--- src/inc/mpcd_pkg.sv ---
// Purpose: shared constants, types and decode helpers of the clock divider
// Assumes: each three-level pin arrives as a 2-bit code, 2'h3 meaning open
// Notes:   one time unit equals one clk period
package mpcd_pkg;

  localparam int                CNT_W         = 12;
  localparam logic [1:0]        TRI_LOW       = 2'h0;
  localparam logic [1:0]        TRI_MID       = 2'h1;
  localparam logic [1:0]        TRI_HIGH      = 2'h2;
  localparam logic [1:0]        TRI_OPEN      = 2'h3;
  localparam logic [5:0]        N_LOW         = 6'h20;
  localparam logic [5:0]        N_MID         = 6'h10;
  localparam logic [5:0]        N_HIGH        = 6'h08;
  // lcm of all divide ratios, so every divided output repeats in one frame
  localparam logic [6:0]        FRAME_PERIODS = 7'h78;
  localparam logic [3:0]        DIV_TABLE [9] = '{4'h1, 4'h2, 4'h3, 4'h4, 4'h5,
                                                  4'h6, 4'h8, 4'ha, 4'hc};
  localparam logic signed [4:0] B1_SKEW_BIAS  = 5'sh04;
  localparam logic signed [4:0] B2_SKEW_BIAS  = 5'sh08;
  localparam logic signed [4:0] FB_SKEW_STEP  = 5'sh04;
  localparam logic signed [4:0] SKEW_ZERO     = 5'sh00;
  localparam logic [3:0]        B2_LOW_LAST   = 4'h2;
  localparam logic [3:0]        B2_FOLLOW_A   = 4'h3;
  localparam logic [3:0]        SEL_CENTER    = 4'h4;
  localparam logic [3:0]        B2_FOLLOW_B   = 4'h5;
  localparam logic [3:0]        SEL_LAST      = 4'h8;
  localparam logic [1:0]        STEP_HOLD     = 2'h0;
  localparam logic [1:0]        STEP_RUN      = 2'h1;
  localparam logic [1:0]        STEP_ADV      = 2'h2;
  localparam logic [31:0]       PIN_RESET     = 32'h0000_0000;

  typedef enum logic [0:0] {
    LOOP_TRACK = 1'b0,
    LOOP_REACQ = 1'b1
  } mpcd_loop_type;

  function automatic logic [1:0] mpcd_tri_level(input logic [1:0] code);
    mpcd_tri_level = (code == TRI_OPEN) ? TRI_MID : code;
  endfunction : mpcd_tri_level

  function automatic logic [3:0] mpcd_sel_index(input logic [1:0] hi, input logic [1:0] lo);
    logic [1:0] h;
    logic [1:0] l;
    h = mpcd_tri_level(hi);
    l = mpcd_tri_level(lo);
    mpcd_sel_index = {1'b0, h, 1'b0} + {2'b00, h} + {2'b00, l};
  endfunction : mpcd_sel_index

  function automatic logic [11:0] mpcd_period(input logic [5:0] n, input logic [3:0] d);
    mpcd_period = {6'h00, n} * {8'h00, d};
  endfunction : mpcd_period

  function automatic logic [11:0] mpcd_reload(input logic [11:0] p, input logic signed [4:0] s);
    logic [4:0] mag;
    mag = s[4] ? 5'(-s) : 5'(s);
    if (s[4] || mag == 5'h00) begin
      mpcd_reload = {7'h00, mag};
    end else begin
      mpcd_reload = p - {7'h00, mag};
    end
  endfunction : mpcd_reload

endpackage : mpcd_pkg

--- src/inc/mpcd_chan_if.sv ---
// Purpose: setup and timing strobes from the phase generator to one output
// Assumes: all members live on clk
// Notes:   step and wrap are shared by every output of the device
`timescale 1ns/10ps
interface mpcd_chan_if;
  logic [11:0] period;
  logic [11:0] reload;
  logic [1:0]  step;
  logic        wrap;
  logic        excess;
  logic        clkOut;
  modport cfg  (output period, reload, step, wrap, excess, input clkOut);
  modport chan (input period, reload, step, wrap, excess, output clkOut);
endinterface : mpcd_chan_if

--- src/logic/mpcd_top.sv ---
// Purpose: configuration and phase generation of a multiphase clock buffer
// Assumes: clk stands for the oscillator running at N times nominal frequency
// Notes:   all select pins but the reference select are static straps sampled through two flops
//
// Operation
// - The loop moves the phase generator until feedback rises with the chosen reference.
// - After a reference switch the loop only retards, so no output period shortens.
// - The skew unit is one oscillator period, with N of 32, 16 or 8 for low, mid, high.
// - Bank one, bank two and the feedback output each take their own divide selects.
// - Bank one outputs 0-1, bank one outputs 2-3 and bank two each take a phase pair.
// - A bank one pair maps its nine codes to skews of -4 through +4 units.
// - The bank two pair gives -8,-7,-6, group A, 0, group B, +6,+7,+8 units.
// - The feedback phase select gives only -4, 0 or +4 units.
// - Every divide pair maps its nine codes to 1,2,3,4,5,6,8,10,12.
// - A skewed feedback output shifts all other outputs the opposite way.
// - Reference select low takes the primary reference, high the secondary, default low.
// - An open three-level select reads as mid; changing it may glitch outputs.
`timescale 1ns/10ps
module mpcd_top
  import mpcd_pkg::*;
(
  input  wire logic       clk,
  input  wire logic       sys_rst,
  input  wire logic [1:0] freqRangeSelect,
  input  wire logic       refSourceSelect,
  input  wire logic       primaryReference,
  input  wire logic       secondaryReference,
  input  wire logic       feedbackInput,
  input  wire logic [7:0] bank1PhaseSelect,
  input  wire logic [3:0] bank2PhaseSelect,
  input  wire logic [1:0] feedbackPhaseSelect,
  input  wire logic [3:0] bank1DivideSelect,
  input  wire logic [3:0] bank2DivideSelect,
  input  wire logic [3:0] feedbackDivideSelect,
  output logic      [3:0] bank1Outputs,
  output logic      [5:0] bank2Outputs,
  output logic            feedbackClockOut,
  output logic            reacquiring
);

  localparam int NUM_OUT = 11;

  logic [31:0]        pinRaw;
  logic [31:0]        pinMeta_ff;
  logic [31:0]        pinSync_ff;
  logic [1:0]         rangeSel;
  logic               ref_source_select;
  logic               primary_reference;
  logic               secondary_reference;
  logic               fbIn;
  logic [7:0]         b1Ph;
  logic [3:0]         b2Ph;
  logic [1:0]         fbPh;
  logic [3:0]         b1Div;
  logic [3:0]         b2Div;
  logic [3:0]         fbDiv;
  logic [1:0]         rangeLvl;
  logic [5:0]         nFactor;
  logic [3:0]         idxA;
  logic [3:0]         idxB;
  logic [3:0]         idx2;
  logic [3:0]         b1DivIdx;
  logic signed [4:0]  skewA;
  logic signed [4:0]  skewB;
  logic signed [4:0]  skew2;
  logic signed [4:0]  fbSkew;
  logic [11:0]        pB1;
  logic [11:0]        pB2;
  logic [11:0]        pFb;
  logic [11:0]        frameLimit;
  logic [11:0]        frame_ff;
  logic [12:0]        frameSum;
  logic               frameWrap;
  logic               frameExcess;
  logic               refPick;
  logic               refPrev_ff;
  logic               fbPrev_ff;
  logic               refSelPrev_ff;
  logic               refRise;
  logic               fbRise;
  logic [11:0]        sinceRef_ff;
  logic [11:0]        refPeriod_ff;
  logic               fbLags;
  logic [1:0]         step_ff;
  logic [1:0]         nxt_step;
  mpcd_loop_type      loopState_ff;
  mpcd_loop_type      nxt_loopState;
  logic [NUM_OUT-1:0] chanClk;

  // every strap and clock pin is asynchronous to clk
  assign pinRaw = {freqRangeSelect, refSourceSelect, primaryReference, secondaryReference,
                   feedbackInput, bank1PhaseSelect, bank2PhaseSelect, feedbackPhaseSelect,
                   bank1DivideSelect, bank2DivideSelect, feedbackDivideSelect};

  always_ff @(posedge clk) begin
    if (sys_rst) begin
      pinMeta_ff <= PIN_RESET;
      pinSync_ff <= PIN_RESET;
    end else begin
      pinMeta_ff <= pinRaw;
      pinSync_ff <= pinMeta_ff;
    end
  end

  // a zero reset value keeps the reference select low until the pin is seen
  assign {rangeSel, ref_source_select, primary_reference, secondary_reference, fbIn, b1Ph, b2Ph, fbPh,
          b1Div, b2Div, fbDiv} = pinSync_ff;

  // the board must strap the range to the undivided output frequency
  assign rangeLvl = mpcd_tri_level(rangeSel);

  always_comb begin
    if (rangeLvl == TRI_LOW) begin
      nFactor = N_LOW;
    end else if (rangeLvl == TRI_HIGH) begin
      nFactor = N_HIGH;
    end else begin
      nFactor = N_MID;
    end
  end

  // phase groups: bank one 0-1, bank one 2-3, bank two
  assign idxA = mpcd_sel_index(b1Ph[3:2], b1Ph[1:0]);
  assign idxB = mpcd_sel_index(b1Ph[7:6], b1Ph[5:4]);
  assign idx2 = mpcd_sel_index(b2Ph[3:2], b2Ph[1:0]);

  assign skewA = $signed({1'b0, idxA}) - B1_SKEW_BIAS;
  assign skewB = $signed({1'b0, idxB}) - B1_SKEW_BIAS;

  always_comb begin
    if (idx2 <= B2_LOW_LAST) begin
      skew2 = $signed({1'b0, idx2}) - B2_SKEW_BIAS;
    end else if (idx2 == B2_FOLLOW_A) begin
      skew2 = skewA;
    end else if (idx2 == SEL_CENTER) begin
      skew2 = SKEW_ZERO;
    end else if (idx2 == B2_FOLLOW_B) begin
      skew2 = skewB;
    end else begin
      skew2 = $signed({1'b0, idx2});
    end
  end

  always_comb begin
    if (mpcd_tri_level(fbPh) == TRI_LOW) begin
      fbSkew = -FB_SKEW_STEP;
    end else if (mpcd_tri_level(fbPh) == TRI_HIGH) begin
      fbSkew = FB_SKEW_STEP;
    end else begin
      fbSkew = SKEW_ZERO;
    end
  end

  assign b1DivIdx = mpcd_sel_index(b1Div[3:2], b1Div[1:0]);
  assign pB1      = mpcd_period(nFactor, DIV_TABLE[b1DivIdx]);
  assign pB2      = mpcd_period(nFactor, DIV_TABLE[mpcd_sel_index(b2Div[3:2], b2Div[1:0])]);
  assign pFb      = mpcd_period(nFactor, DIV_TABLE[mpcd_sel_index(fbDiv[3:2], fbDiv[1:0])]);

  // frame counter shared by all outputs; holds and slips move every output together
  assign frameLimit  = {6'h00, nFactor} * {5'h00, FRAME_PERIODS};
  assign frameSum    = {1'b0, frame_ff} + {11'h000, step_ff};
  assign frameWrap   = frameSum >= {1'b0, frameLimit};
  assign frameExcess = frameWrap && (frameSum == {1'b0, frameLimit} + 13'h0001);

  always_ff @(posedge clk) begin
    if (sys_rst) begin
      frame_ff <= 12'h000;
    end else if (frameWrap) begin
      frame_ff <= {11'h000, frameExcess};
    end else begin
      frame_ff <= frameSum[11:0];
    end
  end

  // phase detector on the chosen reference and the returned feedback clock
  assign refPick = ref_source_select ? secondary_reference : primary_reference;
  assign refRise = refPick && !refPrev_ff;
  assign fbRise  = fbIn && !fbPrev_ff;
  assign fbLags  = sinceRef_ff < {1'b0, refPeriod_ff[11:1]};

  always_ff @(posedge clk) begin
    if (sys_rst) begin
      refPrev_ff    <= 1'b0;
      fbPrev_ff     <= 1'b0;
      refSelPrev_ff <= 1'b0;
    end else begin
      refPrev_ff    <= refPick;
      fbPrev_ff     <= fbIn;
      refSelPrev_ff <= ref_source_select;
    end
  end

  always_ff @(posedge clk) begin
    if (sys_rst) begin
      sinceRef_ff  <= 12'h000;
      refPeriod_ff <= 12'h000;
    end else if (refRise) begin
      sinceRef_ff  <= 12'h000;
      refPeriod_ff <= sinceRef_ff + 12'h001;
    end else if (sinceRef_ff != 12'hfff) begin
      sinceRef_ff  <= sinceRef_ff + 12'h001;
    end
  end

  // a skewed feedback output is what gets aligned, so all others shift the other way
  always_comb begin
    nxt_step = STEP_RUN;
    if (fbRise && !refRise) begin
      if (fbLags && loopState_ff == LOOP_TRACK) begin
        nxt_step = STEP_ADV;
      end else begin
        nxt_step = STEP_HOLD;
      end
    end
  end

  always_comb begin
    nxt_loopState = loopState_ff;
    unique case (loopState_ff)
      LOOP_TRACK: begin
        if (ref_source_select != refSelPrev_ff) begin
          nxt_loopState = LOOP_REACQ;
        end
      end
      LOOP_REACQ: begin
        if (fbRise && refRise) begin
          nxt_loopState = LOOP_TRACK;
        end
      end
    endcase
  end

  always_ff @(posedge clk) begin
    if (sys_rst) begin
      step_ff <= STEP_RUN;
    end else begin
      step_ff <= nxt_step;
    end
  end

  always_ff @(posedge clk) begin
    if (sys_rst) begin
      loopState_ff <= LOOP_TRACK;
    end else begin
      loopState_ff <= nxt_loopState;
    end
  end

  assign reacquiring = loopState_ff == LOOP_REACQ;

  // outputs 0-3 bank one, 4-9 bank two, 10 feedback
  mpcd_chan_if chanIf [NUM_OUT] ();

  for (genvar i = 0; i < NUM_OUT; i++) begin : g_out
    assign chanIf[i].period = (i < 4) ? pB1 : ((i < 10) ? pB2 : pFb);
    assign chanIf[i].reload = mpcd_reload(chanIf[i].period,
      (i < 2) ? skewA : ((i < 4) ? skewB : ((i < 10) ? skew2 : fbSkew)));
    assign chanIf[i].step   = step_ff;
    assign chanIf[i].wrap   = frameWrap;
    assign chanIf[i].excess = frameExcess;
    assign chanClk[i]       = chanIf[i].clkOut;
    mpcd_channel u_chan (
      .clk     (clk),
      .sys_rst (sys_rst),
      .port    (chanIf[i])
    );
  end

  assign bank1Outputs     = chanClk[3:0];
  assign bank2Outputs     = chanClk[9:4];
  assign feedbackClockOut = chanClk[10];

  pin_ref_sel_a: assert property (@(posedge clk) disable iff (sys_rst)
    ##2 1'b1 |-> ref_source_select == $past(refSourceSelect, 2))
    else $error("reference select not taken two cycles after the pin");

  range_n_a: assert property (@(posedge clk) disable iff (sys_rst)
    (rangeSel == TRI_LOW && nFactor == N_LOW) || (rangeSel == TRI_HIGH && nFactor == N_HIGH)
    || ((rangeSel == TRI_MID || rangeSel == TRI_OPEN) && nFactor == N_MID))
    else $error("range factor does not match the range select");

  open_mid_a: assert property (@(posedge clk) disable iff (sys_rst)
    (fbPh == TRI_OPEN) |-> fbSkew == SKEW_ZERO)
    else $error("open feedback phase select not read as mid");

  bank1_skew_a: assert property (@(posedge clk) disable iff (sys_rst)
    skewB >= -B1_SKEW_BIAS && skewB <= B1_SKEW_BIAS
    && ((idxB == SEL_CENTER) == (skewB == SKEW_ZERO)) && ((idxB == SEL_LAST) == (skewB == 5'sh04)))
    else $error("bank one skew outside its table");

  bank2_follow_a: assert property (@(posedge clk) disable iff (sys_rst)
    (idx2 == B2_FOLLOW_A |-> skew2 == skewA) and (idx2 == B2_FOLLOW_B |-> skew2 == skewB)
    and (idx2 == 4'h0 |-> skew2 == -B2_SKEW_BIAS) and (idx2 == SEL_LAST |-> skew2 == 5'sh08))
    else $error("bank two skew does not follow its table");

  fb_skew_set_a: assert property (@(posedge clk) disable iff (sys_rst)
    fbSkew == -FB_SKEW_STEP || fbSkew == SKEW_ZERO || fbSkew == FB_SKEW_STEP)
    else $error("feedback skew takes a value outside the set");

  div_period_a: assert property (@(posedge clk) disable iff (sys_rst)
    (b1DivIdx == SEL_LAST |-> pB1 == {6'h00, nFactor} * 12'h00c)
    and (b1DivIdx == 4'h6 |-> pB1 == {6'h00, nFactor} * 12'h008))
    else $error("bank one divide ratio wrong");

  bank_period_a: assert property (@(posedge clk) disable iff (sys_rst)
    chanIf[0].period == pB1 && chanIf[3].period == pB1 && chanIf[4].period == pB2
    && chanIf[9].period == pB2 && chanIf[10].period == pFb)
    else $error("an output uses another bank's divider");

  reacq_no_adv_a: assert property (@(posedge clk) disable iff (sys_rst)
    loopState_ff == LOOP_REACQ |=> step_ff != STEP_ADV)
    else $error("loop shortened a period while reacquiring");

  switch_reacq_a: assert property (@(posedge clk) disable iff (sys_rst)
    (ref_source_select != refSelPrev_ff && loopState_ff == LOOP_TRACK) |=> loopState_ff == LOOP_REACQ)
    else $error("reference switch did not start reacquisition");

  lag_advance_a: assert property (@(posedge clk) disable iff (sys_rst)
    (fbRise && !refRise && fbLags && loopState_ff == LOOP_TRACK) |=> step_ff == STEP_ADV
    ##1 step_ff != STEP_ADV)
    else $error("late feedback edge did not advance the phase once");

  lead_hold_a: assert property (@(posedge clk) disable iff (sys_rst)
    (fbRise && !refRise && !fbLags) |=> step_ff == STEP_HOLD ##1 $stable(frame_ff))
    else $error("early feedback edge did not retard the phase");

endmodule : mpcd_top

--- src/logic/mpcd_channel.sv ---
// Purpose: one divided and skewed clock output
// Assumes: period is at least 8 and reload below period plus 1
// Notes:   phase restarts from reload at every frame wrap
`timescale 1ns/10ps
module mpcd_channel
  import mpcd_pkg::*;
(
  input wire logic   clk,
  input wire logic   sys_rst,
  mpcd_chan_if.chan  port
);

  logic [11:0] phase_ff;
  logic [11:0] nxt_phase;
  logic [12:0] sum;
  logic        clkOut_ff;

  always_comb begin
    sum = {1'b0, phase_ff} + {11'h000, port.step};
    if (port.wrap) begin
      sum = {1'b0, port.reload} + {12'h000, port.excess};
    end
    // a setup change may leave the phase out of range; restart, a glitch is accepted
    if (phase_ff >= port.period && !port.wrap) begin
      nxt_phase = 12'h000;
    end else if (sum >= {1'b0, port.period}) begin
      nxt_phase = 12'(sum - {1'b0, port.period});
    end else begin
      nxt_phase = sum[11:0];
    end
  end

  always_ff @(posedge clk) begin
    if (sys_rst) begin
      phase_ff <= 12'h000;
    end else begin
      phase_ff <= nxt_phase;
    end
  end

  // high for the first half of each period, so the rising edge marks phase 0
  always_ff @(posedge clk) begin
    if (sys_rst) begin
      clkOut_ff <= 1'b0;
    end else begin
      clkOut_ff <= nxt_phase < {1'b0, port.period[11:1]};
    end
  end

  assign port.clkOut = clkOut_ff;

  phase_step_a: assert property (@(posedge clk) disable iff (sys_rst)
    (!port.wrap && port.step == STEP_RUN && $stable(port.period)
      && {1'b0, phase_ff} + 13'h0001 < {1'b0, port.period})
    |=> phase_ff == $past(phase_ff) + 12'h001)
    else $error("output phase did not advance by one unit");

  phase_range_a: assert property (@(posedge clk) disable iff (sys_rst)
    ($stable(port.period) && phase_ff < port.period) |=> phase_ff < $past(port.period))
    else $error("output phase left its period");

endmodule : mpcd_channel

--- config.mk ---
export PLATFORM = sky130hd
export DESIGN_NAME = mpcd_top
export DESIGN_NICKNAME = d
export VERILOG_FILES = /design/src/inc/mpcd_pkg.sv /design/src/inc/mpcd_chan_if.sv /design/src/logic/mpcd_top.sv /design/src/logic/mpcd_channel.sv
export SDC_FILE = /design/constraint.sdc
export NUM_CORES = 1
export LEC_CHECK = 0
export BUFFER_PORTS_ARGS = -buffer_cell sky130_fd_sc_hd__buf_2
export CORE_ASPECT_RATIO = 0.75
export CORE_MARGIN = 2
export CORE_UTILIZATION = 44
export DETAILED_ROUTE_END_ITERATION = 8
export MAX_ROUTING_LAYER = met4
export RECOVER_POWER = 100
export SYNTH_ARGS = -nofsm -noshare
export SYNTH_HDL_FRONTEND = slang
export SYNTH_SLANG_ARGS = --single-unit
--- constraint.sdc ---
create_clock -name clk -period 19.5 [get_ports clk]
set_input_delay 0.975 -clock clk [delete_from_list [all_inputs] [get_ports clk]]
set_output_delay 0.975 -clock clk [all_outputs]
set_load 0.02 [all_outputs]
# Yosys cells after proc, flatten, opt, wreduce, memory -nomap -nowiden
# Memories as Yosys holds them, arrays and structs flattened.
# Index checks and enable logic that the tools add are counted.
[op_classes]
magnitude_cmp = 39
eq_ne = 22
add_sub_neg = 52
reduce_logical = 34
mul = 4
n_mux = 75
bitwise = 5
[ops]
columns = ["op", "count"]
rows = [
  ["2-to-1 mux 12 bit", 26],
  ["adder 12 x 2 -> 13 bit", 12],
  [">= comparator 13 x 10 -> 1 bit", 11],
  ["2-to-1 mux 13 bit", 11],
  [">= comparator 12 x 10 -> 1 bit", 11],
  ["less-than comparator 12 x 9 -> 1 bit", 11],
  ["subtractor 12 x 10 -> 12 bit", 11],
  ["adder 12 x 1 -> 13 bit", 4],
  ["2-to-1 mux 5 bit", 10],
  ["subtractor 10 x 5 -> 11 bit", 4],
  ["equality test 2 bit (second input constant)", 16],
  ["multiplier 6 x 4 -> 10 bit", 3],
  ["2-to-1 mux 2 bit", 15],
  ["adder 3 x 2 -> 4 bit", 6],
  ["adder 4 x 2 -> 4 bit", 6],
  ["2-to-1 mux 4 bit", 6],
  ["zero test 5 bit", 4],
  ["negator 5 bit", 4],
  ["logical AND 1 bit", 17],
  [">= comparator 5 bit (second input constant)", 3],
  ["NOT 4 -> 5 bit", 3],
  ["adder 12 x 1 -> 13 bit (second input constant)", 1],
  ["equality test 13 bit", 1],
  [">= comparator 13 x 12 -> 1 bit", 1],
  ["19 further kinds", 34],
]
[totals]
rom_bits = 192
n_memories = 3
word_cells = 267
register_bits = 249
inputBits = 34
[memory_table]
columns = ["memory", "words", "word_bits", "read_ports", "rd_clocked_by_memory_dff", "write_ports", "line", "source"]
rows = [
  ["(no name shown)", 16, 4, 1, 0, 0, "mpcd_top.sv:157", "assign pFb = mpcd_period(nFactor, DIV_TABLE[mpcd_sel_index(fbDiv[3:2], fbDiv[1:0])]);"],
  ["(no name shown)", 16, 4, 1, 0, 0, "mpcd_top.sv:156", "assign pB2 = mpcd_period(nFactor, DIV_TABLE[mpcd_sel_index(b2Div[3:2], b2Div[1:0])]);"],
  ["(no name shown)", 16, 4, 1, 0, 0, "mpcd_top.sv:155", "assign pB1 = mpcd_period(nFactor, DIV_TABLE[b1DivIdx]);"],
]

# Depth between registers and ports, before layout
# Gate-level depths: netlist of the first run.
[depth]
word_depth = 20
mapped_depth = 45

# Modules after synthesis
# Synthesis of the first run repeated with hierarchy kept, for this count alone.
[unflattened]
cells_unflattened = 3977
area_unflattened_um2 = 31500.2
[by_module_without_submodules]
columns = ["mod", "seq_area_each_um2", "instances", "area_each_um2", "cells_per_inst"]
rows = [
  ["mpcd_channel (g_out[2].u_chan ...)", 260.2, 6, 2238.4, 287],
  ["mpcd_channel (g_out[0].u_chan ...)", 260.2, 4, 2153.3, 283],
  ["mpcd_top", 2102.0, 1, 7193.1, 836],
  ["mpcd_channel (g_out[7].u_chan)", 260.2, 1, 2263.4, 287],
]

# Worst setup path after synthesis of the first run
# No wires, ideal clock.
[synth_path]
path_kind = "reg2reg"
startpoint = "register pinSync_ff[6]"
endpoint = "register g_out[6].u_chan.clkOut_ff"
required_ps = 19442
path_stages_with_launch = 41
path_slack_ps = 10414
path_buffers = 2
setup_time_ps = 58
arrival_ps = 9028
period_less_slack_ps = 9086
cell_sequence = "dfxtp_1 -> or2_2 -> ha_1 -> ha_1 -> fa_1 -> mux2i_1 -> or2_2 -> nor2_1 -> fa_1 -> ha_1 -> inv_1 -> fa_1 -> buf_1 -> nor2_1 -> a211oi_1 -> nand2_1 -> and3_1 -> nor3_1 -> (+5 left out) -> nand2b_1 -> a21oi_1 -> inv_1 -> or4b_1 -> buf_2 -> mux2_1 -> nor2_1 -> ha_1 -> o21a_1 -> o21a_1 -> o21ai_0 -> nand2b_1 -> a21oi_1 -> nor2b_1 -> o21ai_0 -> nand2_1 -> a2111oi_0 -> a21o_1"
[synth_via]
elab_chain_len = 17
[synth_lines]
columns = ["element", "line", "source"]
rows = [
  ["start: declaration", "mpcd_top.sv:45", "logic [31:0] pinSync_ff;"],
  ["start signal: assignment", "mpcd_top.sv:101", "pinSync_ff <= pinMeta_ff;"],
  ["equality test 2 bit", "mpcd_pkg.sv:38", "mpcd_tri_level = (code == TRI_OPEN) ? TRI_MID : code;"],
  ["2-to-1 mux 2 bit (*)", "mpcd_pkg.sv:38", ""],
  ["adder 3 x 2 -> 4 bit (*)", "mpcd_pkg.sv:46", "mpcd_sel_index = {1'b0, h, 1'b0} + {2'b00, h} + {2'b00, l};"],
  ["adder 4 x 2 -> 4 bit (*)", "mpcd_pkg.sv:46", ""],
  ["NOT 4 -> 5 bit (not written as such) (*)", "mpcd_top.sv:156", ""],
  ["memory (16 x 4 bit) (*)", "-", ""],
  ["2-to-1 mux 4 bit (not written as such) (*) (2 in series)", "mpcd_top.sv:156", ""],
  ["multiplier 6 x 4 -> 10 bit (*)", "mpcd_pkg.sv:50", "mpcd_period = {6'h00, n} * {8'h00, d};"],
  ["subtractor 10 x 5 -> 11 bit", "mpcd_pkg.sv:59", "mpcd_reload = p - {7'h00, mag};"],
  ["2-to-1 mux 12 bit", "mpcd_pkg.sv:56", "if (s[4] || mag == 5'h00) begin"],
  ["adder 12 x 1 -> 13 bit", "mpcd_channel.sv:21", "sum = {1'b0, port.reload} + {12'h000, port.excess};"],
  ["2-to-1 mux 13 bit", "mpcd_channel.sv:20", "if (port.wrap) begin"],
  ["subtractor 12 x 10 -> 12 bit / >= comparator 13 x 10 -> 1 bit (equally long branches)", "mpcd_channel.sv:27, mpcd_channel.sv:26", ""],
  ["2-to-1 mux 12 bit", "mpcd_channel.sv:26", "end else if (sum >= {1'b0, port.period}) begin"],
  ["2-to-1 mux 12 bit (*)", "mpcd_channel.sv:24", "if (phase_ff >= port.period && !port.wrap) begin"],
  ["via g_out[6].u_chan.nxt_phase[3]", "mpcd_channel.sv:14", "logic [11:0] nxt_phase;"],
  ["less-than comparator 12 x 9 -> 1 bit (*)", "mpcd_channel.sv:46", "clkOut_ff <= nxt_phase < {1'b0, port.period[11:1]};"],
  ["end signal: assignment", "mpcd_channel.sv:46", ""],
  ["end: declaration", "mpcd_channel.sv:16", "logic clkOut_ff;"],
]
# The timed path passes the listed nets; every way through them passes the cells marked *. The select of a mux whose other input is x is not followed.
# A chain may end at the register's enable or synchronous reset.

# Worst setup path in the final report of the first run
[layout_path]
startpoint = "register step_ff[0] (netlist: chanIf[0].step[0])"
endpoint = "register g_out[4].u_chan.clkOut_ff"
[layout_via]
elab_chain_len = 9
[layout_lines]
columns = ["element", "line", "source"]
rows = [
  ["start: declaration", "mpcd_top.sv:84", "logic [1:0] step_ff;"],
  ["start signal: assignment", "mpcd_top.sv:237", "step_ff <= nxt_step;"],
  ["adder 12 x 2 -> 13 bit (*)", "mpcd_top.sv:161", "assign frameSum = {1'b0, frame_ff} + {11'h000, step_ff};"],
  ["via frameSum[10]", "mpcd_top.sv:72", "logic [12:0] frameSum;"],
  [">= comparator 13 x 12 -> 1 bit / equality test 13 bit (equally long branches)", "mpcd_top.sv:162, mpcd_top.sv:163", ""],
  ["logical AND 1 bit", "mpcd_top.sv:163", "assign frameExcess = frameWrap && (frameSum == {1'b0, frameLimit} + 13'h0001);"],
  ["adder 12 x 1 -> 13 bit", "mpcd_channel.sv:21", ""],
  ["2-to-1 mux 13 bit", "mpcd_channel.sv:20", ""],
  ["subtractor 12 x 10 -> 12 bit / >= comparator 13 x 10 -> 1 bit (equally long branches)", "mpcd_channel.sv:27, mpcd_channel.sv:26", ""],
  ["2-to-1 mux 12 bit", "mpcd_channel.sv:26", ""],
  ["2-to-1 mux 12 bit (*)", "mpcd_channel.sv:24", ""],
  ["via g_out[4].u_chan.nxt_phase[3]", "mpcd_channel.sv:14", ""],
  ["less-than comparator 12 x 9 -> 1 bit (*)", "mpcd_channel.sv:46", ""],
  ["end signal: assignment", "mpcd_channel.sv:46", ""],
  ["end: declaration", "mpcd_channel.sv:16", ""],
]
# The timed path passes the listed nets; every way through them passes the cells marked *.

==> parameters.txt, run 1 <==
Parameter                              Value

Run status
  Result of the run ... finished, violations left
  Violated checks ... capacitance limit, slew limit

Synthesis
  Gate count after technology mapping ... 2,862
  Largest family of logic cells by synthesized area ... simple AND/OR/NAND/NOR gates
  Number of distinct library cells after synthesis ... 106
  Total of flip-flops plus latches after synthesis ... 248
  Part of the Yosys area used for sequential elements ... 0.214
  Yosys warning count ... 0
  Number of enable-type register cells in the synthesized netlist ... 0
  Area share of the largest cell type after synthesis ... 0.214
  Syn avg cell area ... 8.10 µm²
  Cell type with the highest aggregate area in the netlist ... sky130_fd_sc_hd__dfxtp_1
  Share of the synthesized area in compound gates (AO/OA/AOI/OAI) ... 0.179
  Adder and majority cell fraction of the synthesized area ... 0.210
  Cell types occupying the most area after synthesis ... sky130_fd_sc_hd__dfxtp_1 21%, sky130_fd_sc_hd__ha_1 19%, sky130_fd_sc_hd__nor2_1 5.9%
  Proportion of synthesized flip-flops having asynchronous set or reset ... 0
  Share of synthesized cell area in and, or, nand and nor gates ... 0.240
  Xor and xnor area share after synthesis ... 0.0779
  Netlist area before placement ... 23,200 µm²
  Mux share of post-synthesis cell area ... 0.0398
  Prevailing post-synth register cell ... sky130_fd_sc_hd__dfxtp_1

Cells and area
  Count of placed standard cells in the final layout, fillers left out ... 3,568
  Final std cell area, no fill ... 24,900 µm²
  Area added between synthesis and finish ... 7.38%
  Antenna diode count ... 0
  Fin nets ... 3,250
  Share of post-route cells with drive strength above 1 ... 0.0565
  Fillers ... 5,064

Drt
  DRT antenna net count ... 0
  DRC ... 0
  Wire per inst ... 17.2 µm
  Total wirelength of the detailed-routed design ... 61,500 µm
  Via count ... 20,054
  Detailed-route vias per instance ... 5.62
  Iteration count of the initial detailed-routing pass ... 6
  Count of routing violations after the opening detailed-route iteration ... 1,242

Power
  Pwr Total ... 0.00381 W
  Largest voltage drop on the vdd net ... 0.0000833 V
  Power density over the cells ... 153 nW/µm²
  Leakage component of the power ... 10.6 nW

Critical path
  Combined buffer and inverter count along the critical path ... 3
  Capturing element type of the critical path ... flop
  Crit-path max cell delay ... 2.78 ns
  Slowest cell on the critical path ... sky130_fd_sc_hd__a2111oi_0
  Path type of the worst setup path ... reg -> reg
  Crit path top cell by count ... sky130_fd_sc_hd__o21a_1
  Peak fanout along the critical path ... 65
  CP startpoint kind ... flop
  Family with the most delay on the worst path ... compound AO/OA/AOI/OAI gates
  Arrival time at the worst endpoint ... 14.65 ns
  Worst Path Required ... 19.95 ns

Clocking
  Clock tree from TritonCTS ... done
  Number of buffers created by CTS ... 29
  Hold_buf cts ... 0
  Number of buffers inserted to repair setup after CTS ... 0
  Clock root buffer ... sky130_fd_sc_hd__clkbuf_16
  Number of gates given a new drive strength after cts ... 0
  H-Tree Level Count ... 1
  Clock transition at the registers of the reported paths ... 0.06 ns
  Longest Clk Path Bufs ... 3
  Skew-Pair Late Insertion Delay ... 0.58 ns
  Total clock sinks ... 248

GRT
  Met2 usage ... 0.368
  Met3 Resource Use GR ... 0.0308
  Busiest layer in global routing ... met2
  Initial antenna violation count ... 1
  Congestion Overflow GR ... 0
  Wire length of the first global-routing pass ... 100,000 µm
  Maximum number of pins on one net before global-route repair ... 66
  Overall routing resource usage ... 0.232
  Number of global-route vias before repair ... 19,521
  Global Route met1 Usage ... 0.312

STA
  Unrepaired setup endpoints after global routing ... false
  Minimum clock period after layout ... 14.20 ns
  Slew at the pin closest to its max-slew limit ... 3.52 ns
  Share of the clock period used by the worst path after layout ... 0.728
  Final Max Slew Viols ... 227
  Timing-limited maximum frequency ... 70.4 MHz
  Hold Vio Cnt, Final ... 0
  Setup TNS Final ... 0 ns
  Final number of setup-violating endpoints ... 0
  Clock skew ... 0.0162 ns
  Max-slew headroom ... -1.41

Place
  Number of cells after detailed placement ... 3,515
  Number of buffer cells added on primary ports ... 45
  HPWL Detailed ... 45,200 µm
  Placement-stage cell area ... 24,000 µm²
  Final weighted congestion in routability-driven placement ... 0.906

Floorplanning
  Initial Util ... 0.448
  Std cell rows ... 72
  Die Area ... 54,600 µm²
  Area inside the core boundary ... 51,800 µm²
  Die Span Y ... 203 µm
  IO Count ... 46
  Width of the die ... 269 µm

Min path
  Kind of path behind the tightest hold check ... reg -> reg

Job
  Max_cap viols ... 5
## sequential cells by signal, summed over array words and instances (netlist names)
register	flops
fbPrev_ff	1
g_out.u_chan.phase_ff	132
reacquiring	1
refPeriod_ff	11
pinSync_ff	32
refSelPrev_ff	1
refPrev_ff	1
frame_ff	12
sinceRef_ff	12
g_out.u_chan.port.clkOut	11
pinMeta_ff	32
chanIf.step	2
## final cells by class
class                           count  area (µm²)  share of cell area
Clock buffer                       36         792              0.0318
Tap cell                          703         880              0.0353
Sequential cell                   248        4960               0.199
Inverter                          104         390              0.0157
Timing Repair Buffer               66         348              0.0140
Clock inverter                     17         205             0.00824
Multi-Input combinational cell   2394       17300               0.696
## report_power, final
| part | total [W] | leakage [nW] | internal [W] | switching, W |
|---|---|---|---|---|
| Clock | 0.000581 | 0.479 | 0.000341 | 0.000241 |
| Sequential | 0.000727 | 2.03 | 0.000625 | 0.000101 |
| Combinational | 0.00251 | 8.08 | 0.00107 | 0.00144 |
| Total | 0.00381 | 10.6 | 0.00204 | 0.00178 |
## cells in the mapped netlist (24+ instances only)
cell,count
sky130_fd_sc_hd__and3_1,36
sky130_fd_sc_hd__nor2_1,363
sky130_fd_sc_hd__nand2b_1,68
sky130_fd_sc_hd__ha_1,349
sky130_fd_sc_hd__a21o_1,47
sky130_fd_sc_hd__nor2b_1,133
sky130_fd_sc_hd__o21a_1,95
sky130_fd_sc_hd__xor2_1,77
sky130_fd_sc_hd__mux2i_1,73
sky130_fd_sc_hd__nand2_1,160
sky130_fd_sc_hd__and2_1,25
sky130_fd_sc_hd__o21ai_0,125
sky130_fd_sc_hd__nor3_1,79
sky130_fd_sc_hd__nand3_1,60
sky130_fd_sc_hd__a211oi_1,26
sky130_fd_sc_hd__a21oi_1,193
sky130_fd_sc_hd__dfxtp_1,248
sky130_fd_sc_hd__or2_2,29
sky130_fd_sc_hd__clkbuf_1,85
sky130_fd_sc_hd__xnor2_1,124
sky130_fd_sc_hd__inv_1,103
sky130_fd_sc_hd__fa_1,24
sky130_fd_sc_hd__nand4_1,32
## placed cells by master, fill, tap and decap left out, types with 11 or more instances in the layout
cell type,synthesis,routed
sky130_fd_sc_hd__clkbuf_16,0,29
sky130_fd_sc_hd__o21ai_0,125,125
sky130_fd_sc_hd__clkbuf_1,85,21
sky130_fd_sc_hd__nor2b_1,133,133
sky130_fd_sc_hd__a211oi_1,26,26
sky130_fd_sc_hd__dfxtp_1,248,248
sky130_fd_sc_hd__ha_1,349,349
sky130_fd_sc_hd__nor2_1,363,362
sky130_fd_sc_hd__buf_4,11,16
sky130_fd_sc_hd__o21a_1,95,95
sky130_fd_sc_hd__nand3_1,60,60
sky130_fd_sc_hd__inv_1,103,103
sky130_fd_sc_hd__a21o_1,47,47
sky130_fd_sc_hd__or2_2,29,17
sky130_fd_sc_hd__nand2b_1,68,68
sky130_fd_sc_hd__and2_1,25,23
sky130_fd_sc_hd__nand4_1,32,32
sky130_fd_sc_hd__fa_1,24,24
sky130_fd_sc_hd__a21oi_1,193,193
sky130_fd_sc_hd__nor4_1,13,13
sky130_fd_sc_hd__nor3b_1,13,13
sky130_fd_sc_hd__mux2i_1,73,73
sky130_fd_sc_hd__or2_0,0,12
sky130_fd_sc_hd__nor3_1,79,79
sky130_fd_sc_hd__and3_1,36,36
sky130_fd_sc_hd__xor2_1,77,77
sky130_fd_sc_hd__a2111oi_0,14,16
sky130_fd_sc_hd__buf_2,10,32
sky130_fd_sc_hd__a21boi_0,12,12
sky130_fd_sc_hd__nand2_1,160,160
sky130_fd_sc_hd__or3_1,15,15
sky130_fd_sc_hd__xnor2_1,124,124
sky130_fd_sc_hd__or4_1,11,11
## per-stage QoR
stage,setup slack (ns),utilization,hold slack [ns]
floorplan,10.41,-,0.410
global placement,8.97,0.463,0.420
detailed placement,8.82,0.463,0.422
CTS,8.73,0.482,0.436
global route,4.14,0.481,0.448
finish,5.30,0.481,0.428
## kinds of logic (layout without fill, tap and decap cells)
kind of cell | Yosys count | after routing
xor gates and xnor gates | 203 | 203
other | 2 | 4
AOI/OAI and AO/OA | 626 | 626
buffers and inverters | 222 | 223
muxes | 89 | 89
adders and majority gates | 376 | 376
and+or+nand+nor | 1096 | 1096
DFF | 248 | 248
## metal layers
metal / wire [µm] / share of wire / up-vias
met5: 0 / 0 / -
met4: 1370 / 0.022 / 0
met3: 3030 / 0.049 / 77
met2: 27100 / 0.44 / 448
met1: 30000 / 0.49 / 9442
li1: - / - / 10087
## worst paths after layout
| path | startpoint | endpoint | slack (ns) | depth (start not counted) |
|---|---|---|---|---|
| worst max-delay path | chanIf[0].step[0] | g_out[4].u_chan.port.clkOut | 5.30 | 34 |
| worst min-delay path | pinMeta_ff[1] | pinSync_ff[1] | 0.43 | 1 |
| worst max register to register | chanIf[0].step[0] | g_out[4].u_chan.port.clkOut | 5.30 | 34 |
| worst min register to register | pinMeta_ff[1] | pinSync_ff[1] | 0.43 | 1 |
(Power assumes the default switching activity.)
==> run 2, diff against run 1 <==
==> constraint.sdc (replaced) <==
create_clock -name clk -period 12.8 [get_ports clk]
set_input_delay 0.64 -clock clk [delete_from_list [all_inputs] [get_ports clk]]
set_output_delay 0.64 -clock clk [all_outputs]
set_load 0.02 [all_outputs]
==> run 2 against run 1 <==
Net effect: the run still ends with capacitance limit, slew limit left; first-iteration DRC count decreased by 5.5%; largest cell class unchanged; sequential power grew 53%; register-to-register slack got worse by 3.9 ns; highest routed layer unchanged.
==> parameters.txt, run 2 (synthesized netlist as in run 1, its figures left out) <==
Parameter                              Value

Min path
  End point of the worst hold path ... pinMeta_ff[0]
  Hold path startpoint ... feedbackDivideSelect[0]
  Kind of path behind the tightest hold check ... in -> reg
  Count of cells along the worst hold path ... 2

Cells and area
  Share of post-route cells with drive strength above 1 ... 0.0576
  Area added between synthesis and finish ... 7.40%
  Top reg by flops ... g_out.u_chan.phase_ff
  Commonest cells after routing, fill and taps aside ... 362 x sky130_fd_sc_hd__nor2_1, 349 x sky130_fd_sc_hd__ha_1, 248 x sky130_fd_sc_hd__dfxtp_1
  Most common cell after layout, fill and taps aside ... sky130_fd_sc_hd__nor2_1
  Count of placed standard cells in the final layout, fillers left out ... 3,567
  Antenna diode count ... 0
  Number of flip-flops in the largest register ... 132
  Fin nets ... 3,249
  Registers with the most flip-flops ... g_out.u_chan.phase_ff (132), pinMeta_ff (32), pinSync_ff (32)

Clocking
  Hold_buf cts ... 0
  Clock root buffer ... sky130_fd_sc_hd__clkbuf_16
  Number of gates given a new drive strength after cts ... 0
  H-Tree Level Count ... 1
  Number of buffers created by CTS ... 29
  Clock transition at the registers of the reported paths ... 0.06 ns
  Number of buffers inserted to repair setup after CTS ... 0
  Longest Clk Path Bufs ... 3
  Total clock sinks ... 248
  Skew-Pair Late Insertion Delay ... 0.59 ns
  Clock tree from TritonCTS ... done

Critical path
  Setup crit start ... pinSync_ff[16]
  Reg2reg path depth ... 38
  Slowest cell on the critical path ... sky130_fd_sc_hd__mux2i_1
  Arrival time at the worst endpoint ... 11.92 ns
  FF-to-FF End ... g_out[8].u_chan.port.clkOut
  R2r setup slk ... 1.38 ns
  Crit path top cell by count ... sky130_fd_sc_hd__ha_1
  Capturing element type of the critical path ... flop
  Peak fanout along the critical path ... 18
  Worst Path Required ... 13.30 ns
  CP startpoint kind ... flop
  Launch instance of the worst register-to-register path ... pinSync_ff[16]
  Crit-path max cell delay ... 0.88 ns
  Path type of the worst setup path ... reg -> reg

STA
  Final number of setup-violating endpoints ... 0
  Share of the clock period used by the worst path after layout ... 0.892
  Slew at the pin closest to its max-slew limit ... 3.13 ns
  Clock skew ... 0.0244 ns
  Smallest hold slack ... 0.265 ns
  Unrepaired setup endpoints after global routing ... false
  Minimum clock period after layout ... 11.42 ns
  Setup TNS Final ... 0 ns
  Hold Vio Cnt, Final ... 0
  Timing-limited maximum frequency ... 87.6 MHz
  Max-slew headroom ... -1.09
  Final Max Slew Viols ... 121

Drt
  DRC ... 0
  Wire per inst ... 17.3 µm
  Via count ... 20,156
  Iteration count of the initial detailed-routing pass ... 5
  Count of routing violations after the opening detailed-route iteration ... 1,174
  Total wirelength of the detailed-routed design ... 61,700 µm
  DRT antenna net count ... 0
  Detailed-route vias per instance ... 5.65

GRT
  Congestion Overflow GR ... 0
  Overall routing resource usage ... 0.234
  Initial antenna violation count ... 1
  Wire length of the first global-routing pass ... 102,000 µm
  Number of global-route vias before repair ... 19,742
  Maximum number of pins on one net before global-route repair ... 136

Power
  Power density over the cells ... 233 nW/µm²
  Leakage component of the power ... 10.6 nW
  Largest voltage drop on the vdd net ... 0.000136 V

Floorplanning
  Initial Util ... 0.448
  Width of the die ... 269 µm
  IO Count ... 46
  Die Area ... 54,600 µm²
  Die Span Y ... 203 µm
  Area inside the core boundary ... 51,800 µm²
  Std cell rows ... 72

Place
  Number of buffer cells added on primary ports ... 45
  HPWL Detailed ... 45,600 µm
  Number of cells after detailed placement ... 3,514
  Final weighted congestion in routability-driven placement ... 0.902

Run status
  Result of the run ... finished, violations left
  Violated checks ... capacitance limit, slew limit

Job
  Max_cap viols ... 2
run 2: worst max path at each step:
| stage | end |
|---|---|
| floorplan | g_out[6].u_chan.port.clkOut |
| global placement | g_out[6].u_chan.port.clkOut |
| detailed placement | g_out[6].u_chan.port.clkOut |
| CTS | g_out[6].u_chan.port.clkOut |
| global route | g_out[8].u_chan.port.clkOut |
| finish | g_out[8].u_chan.port.clkOut |
run 2: critical path: cells and delay by family, from the launching register on:
kind,cells,cell delay [ns]
buffers and inverters,1,0.44
flip-flops,1,0.32
multiplexers,2,1.27
AO/OA/AOI/OAI,13,3.04
adder cells (fa/ha/maj),7,2.48
AND/OR/NAND/NOR,15,3.75
run 2: area by class of cell:
| cell class | instances | area [µm²] |
|---|---|---|
| sequential | 248 | 4960 |
| clock buffer | 31 | 743 |
| fill | 5041 | 26900 |
| tap | 703 | 880 |
| clock inverter | 22 | 236 |
| multi-input combinational | 2394 | 17300 |
| timing repair buffer | 65 | 364 |
| inverter | 104 | 390 |
run 2: stage by stage:
step                total power, W  area (µm²)  setup WS (ns)  utilization
global placement           0.00482       24000           2.28        0.463
global route               0.00639       24900          0.625        0.481
CTS                        0.00582       25000           2.03        0.482
detailed placement         0.00491       24000           2.12        0.463
floorplan                  0.00417       23200           3.71            -
finish                     0.00579       24900           1.38        0.481
run 2: layer usage:
| layer | global-route usage | up-vias | share of wire |
|---|---|---|---|
| met3 | 0.0217 | 95 | 0.044 |
| met1 | 0.323 | 9538 | 0.50 |
| met4 | 0.0528 | 0 | 0.023 |
| met5 | - | - | 0 |
| met2 | 0.368 | 414 | 0.44 |
| li1 | - | 10109 | - |
run 2: power breakdown:
part           internal, W  switching [W]
clock             0.000488       0.000381
sequential        0.000952       0.000157
combinational      0.00164        0.00218
total              0.00308        0.00272
==> run 3, diff against run 2 <==
--- a/config.mk
+++ b/config.mk
@@ -5,12 +5,13 @@
 export SDC_FILE = /design/constraint.sdc
 export NUM_CORES = 1
 export LEC_CHECK = 0
-export BUFFER_PORTS_ARGS = -buffer_cell sky130_fd_sc_hd__buf_2
+export BUFFER_PORTS_ARGS = -buffer_cell sky130_fd_sc_hd__clkbuf_2
 export CORE_ASPECT_RATIO = 0.75
 export CORE_MARGIN = 2
-export CORE_UTILIZATION = 44
+export CORE_UTILIZATION = 59
 export DETAILED_ROUTE_END_ITERATION = 8
 export MAX_ROUTING_LAYER = met4
+export PLACE_DENSITY = 0.79
 export RECOVER_POWER = 100
 export SYNTH_ARGS = -nofsm -noshare
 export SYNTH_HDL_FRONTEND = slang
==> run 3 against run 2 <==
Net effect: the run ends with DRC, capacitance limit, slew limit left; worst setup slack got worse by 0.070 ns; global-route usage rose by 7.3 points; via count rose by 3.7%; hold slack improved by 0.0079 ns; sequential cell count did not move; clock power fell by 0.6%; die area fell by 25%; critical path type unchanged.
==> parameters.txt, run 3 (synthesized netlist as in run 1, its figures left out) <==
Parameter                              Value

Cells and area
  Antenna diode count ... 0
  Top reg by flops ... g_out.u_chan.phase_ff
  Fin nets ... 3,254
  Commonest cells after routing, fill and taps aside ... 362 x sky130_fd_sc_hd__nor2_1, 349 x sky130_fd_sc_hd__ha_1, 248 x sky130_fd_sc_hd__dfxtp_1
  Most common cell after layout, fill and taps aside ... sky130_fd_sc_hd__nor2_1
  Number of flip-flops in the largest register ... 132
  Registers with the most flip-flops ... g_out.u_chan.phase_ff (132), pinMeta_ff (32), pinSync_ff (32)
  Share of post-route cells with drive strength above 1 ... 0.0582
  Area added between synthesis and finish ... 6.45%
  Fillers ... 3,265
  Final std cell area, no fill ... 24,700 µm²

STA
  Minimum clock period after layout ... 11.49 ns
  Setup TNS Final ... 0 ns
  Share of the clock period used by the worst path after layout ... 0.898
  Max-slew headroom ... -0.984
  Timing-limited maximum frequency ... 87.0 MHz
  Final Max Slew Viols ... 167
  Final number of setup-violating endpoints ... 0
  Clock skew ... 0.0171 ns
  Slew at the pin closest to its max-slew limit ... 2.98 ns
  Hold Vio Cnt, Final ... 0
  Unrepaired setup endpoints after global routing ... false

Clocking
  Skew-Pair Late Insertion Delay ... 0.57 ns
  Number of buffers inserted to repair setup after CTS ... 0
  Clock transition at the registers of the reported paths ... 0.07 ns
  Hold_buf cts ... 0
  Number of gates given a new drive strength after cts ... 0
  Clock tree from TritonCTS ... done
  Clock root buffer ... sky130_fd_sc_hd__clkbuf_16
  Longest Clk Path Bufs ... 3
  H-Tree Level Count ... 1
  Total clock sinks ... 248
  Number of buffers created by CTS ... 28

Floorplanning
  Die Area ... 40,900 µm²
  Die Span Y ... 176 µm
  Width of the die ... 233 µm
  Initial Util ... 0.603
  IO Count ... 46
  Std cell rows ... 62
  Area inside the core boundary ... 38,500 µm²

GRT
  Initial antenna violation count ... 0
  Wire length of the first global-routing pass ... 100,000 µm
  Number of global-route vias before repair ... 20,252
  Congestion Overflow GR ... 0
  Overall routing resource usage ... 0.306
  Maximum number of pins on one net before global-route repair ... 64

Place
  Placement-stage cell area ... 23,800 µm²
  Final weighted congestion in routability-driven placement ... 0.950
  HPWL Detailed ... 45,300 µm
  Number of buffer cells added on primary ports ... 45

Power
  Reported net switching power ... 0.00275 W
  Internal power of the cells ... 0.00311 W
  Proportion of total power due to net switching ... 0.470
  Largest voltage drop on the vdd net ... 0.000172 V
  Clock network power share ... 0.147
  Gate power share ... 0.664
  Power density over the cells ... 237 nW/µm²
  Pwr Total ... 0.00586 W
  Register share of total power ... 0.189
  Leakage component of the power ... 10.6 nW

Drt
  Iteration count of the initial detailed-routing pass ... 8
  DRT antenna net count ... 0
  Total wirelength of the detailed-routed design ... 61,600 µm
  Via count ... 20,903
  Wire per inst ... 18.2 µm
  Detailed-route vias per instance ... 6.19
  Count of routing violations after the opening detailed-route iteration ... 1,938
  DRC ... 1

Critical path
  Worst Path Required ... 13.31 ns
  Crit path top cell by count ... sky130_fd_sc_hd__o21a_1
  Family with the most delay on the worst path ... simple AND/OR/NAND/NOR gates
  Capturing element type of the critical path ... flop
  CP startpoint kind ... flop
  Slowest cell on the critical path ... sky130_fd_sc_hd__or2_0
  Peak fanout along the critical path ... 45
  Path type of the worst setup path ... reg -> reg
  Arrival time at the worst endpoint ... 12.00 ns
  Crit-path max cell delay ... 2.08 ns
  Combined buffer and inverter count along the critical path ... 5

Run status
  Violated checks ... DRC, capacitance limit, slew limit
  Result of the run ... finished, violations left

Job
  Max_cap viols ... 3

Min path
  Kind of path behind the tightest hold check ... in -> reg
## run 3: cell types whose count changed in the layout (fill, tap and decap cells not counted), sizes merged
cell,previous run,this run
buf,50,21
clkbuf,46,85
clkinv,11,8
clkinvlp,6,1
inv,106,107
## run 3: final cells by class
type / instances / area (µm²) / area share
tap: 512 / 641 / 0.0260
inverter: 104 / 390 / 0.0158
sequential: 248 / 4960 / 0.201
clock buffer: 35 / 788 / 0.0319
multi-input combinational: 2394 / 17300 / 0.702
clock inverter: 15 / 183 / 0.00740
timing repair buffer: 71 / 385 / 0.0156
## run 3: power groups by stage
stage | logic [W] | registers [W] | clock network, W
2_1_floorplan | 0.00309 | 0.00108 | 0
3_3_place_gp | 0.00365 | 0.00110 | 0
3_5_place_dp | 0.00381 | 0.00111 | 0
4_1_cts | 0.00385 | 0.00110 | 0.000869
5_1_grt | 0.00437 | 0.00112 | 0.000900
6_report | 0.00389 | 0.00110 | 0.000864
## run 3: stage by stage
step	setup WS (ns)	hold WS (ns)	util	std cells
finish	1.31	0.273	0.641	3379
global route	0.610	0.276	0.641	3379
CTS	2.20	0.269	0.643	3379
detailed placement	2.27	0.423	0.618	3329
global placement	2.57	0.416	0.618	3329
floorplan	3.71	0.410	-	2864
## run 3: worst register-to-register path, delay by kind of cell (launching register included)
kind	cells	cell delay [ns]
AO/OA/AOI/OAI	14	2.79
multiplexers	1	0.36
AND/OR/NAND/NOR	11	4.25
adder cells (fa/ha/maj)	5	1.74
XOR/XNOR	1	0.12
buffers and inverters	5	1.88
flip-flops	1	0.31
## run 3: path summary, 6_finish.rpt
kind	start	endpoint	slack (ns)	cells past startpoint
max	chanIf[0].step[0]	g_out[8].u_chan.port.clkOut	1.31	37
min	feedbackDivideSelect[0]	pinMeta_ff[0]	0.27	2
max reg2reg	chanIf[0].step[0]	g_out[8].u_chan.port.clkOut	1.31	37
min reg2reg	pinMeta_ff[0]	pinSync_ff[0]	0.43	1
## run 3: routing by layer
layer	track usage	up-vias	share of wire
met5	-	-	0
met4	0.0918	0	0.030
met3	0.0404	156	0.074
met2	0.492	778	0.45
met1	0.402	9861	0.44
li1	-	10108	-
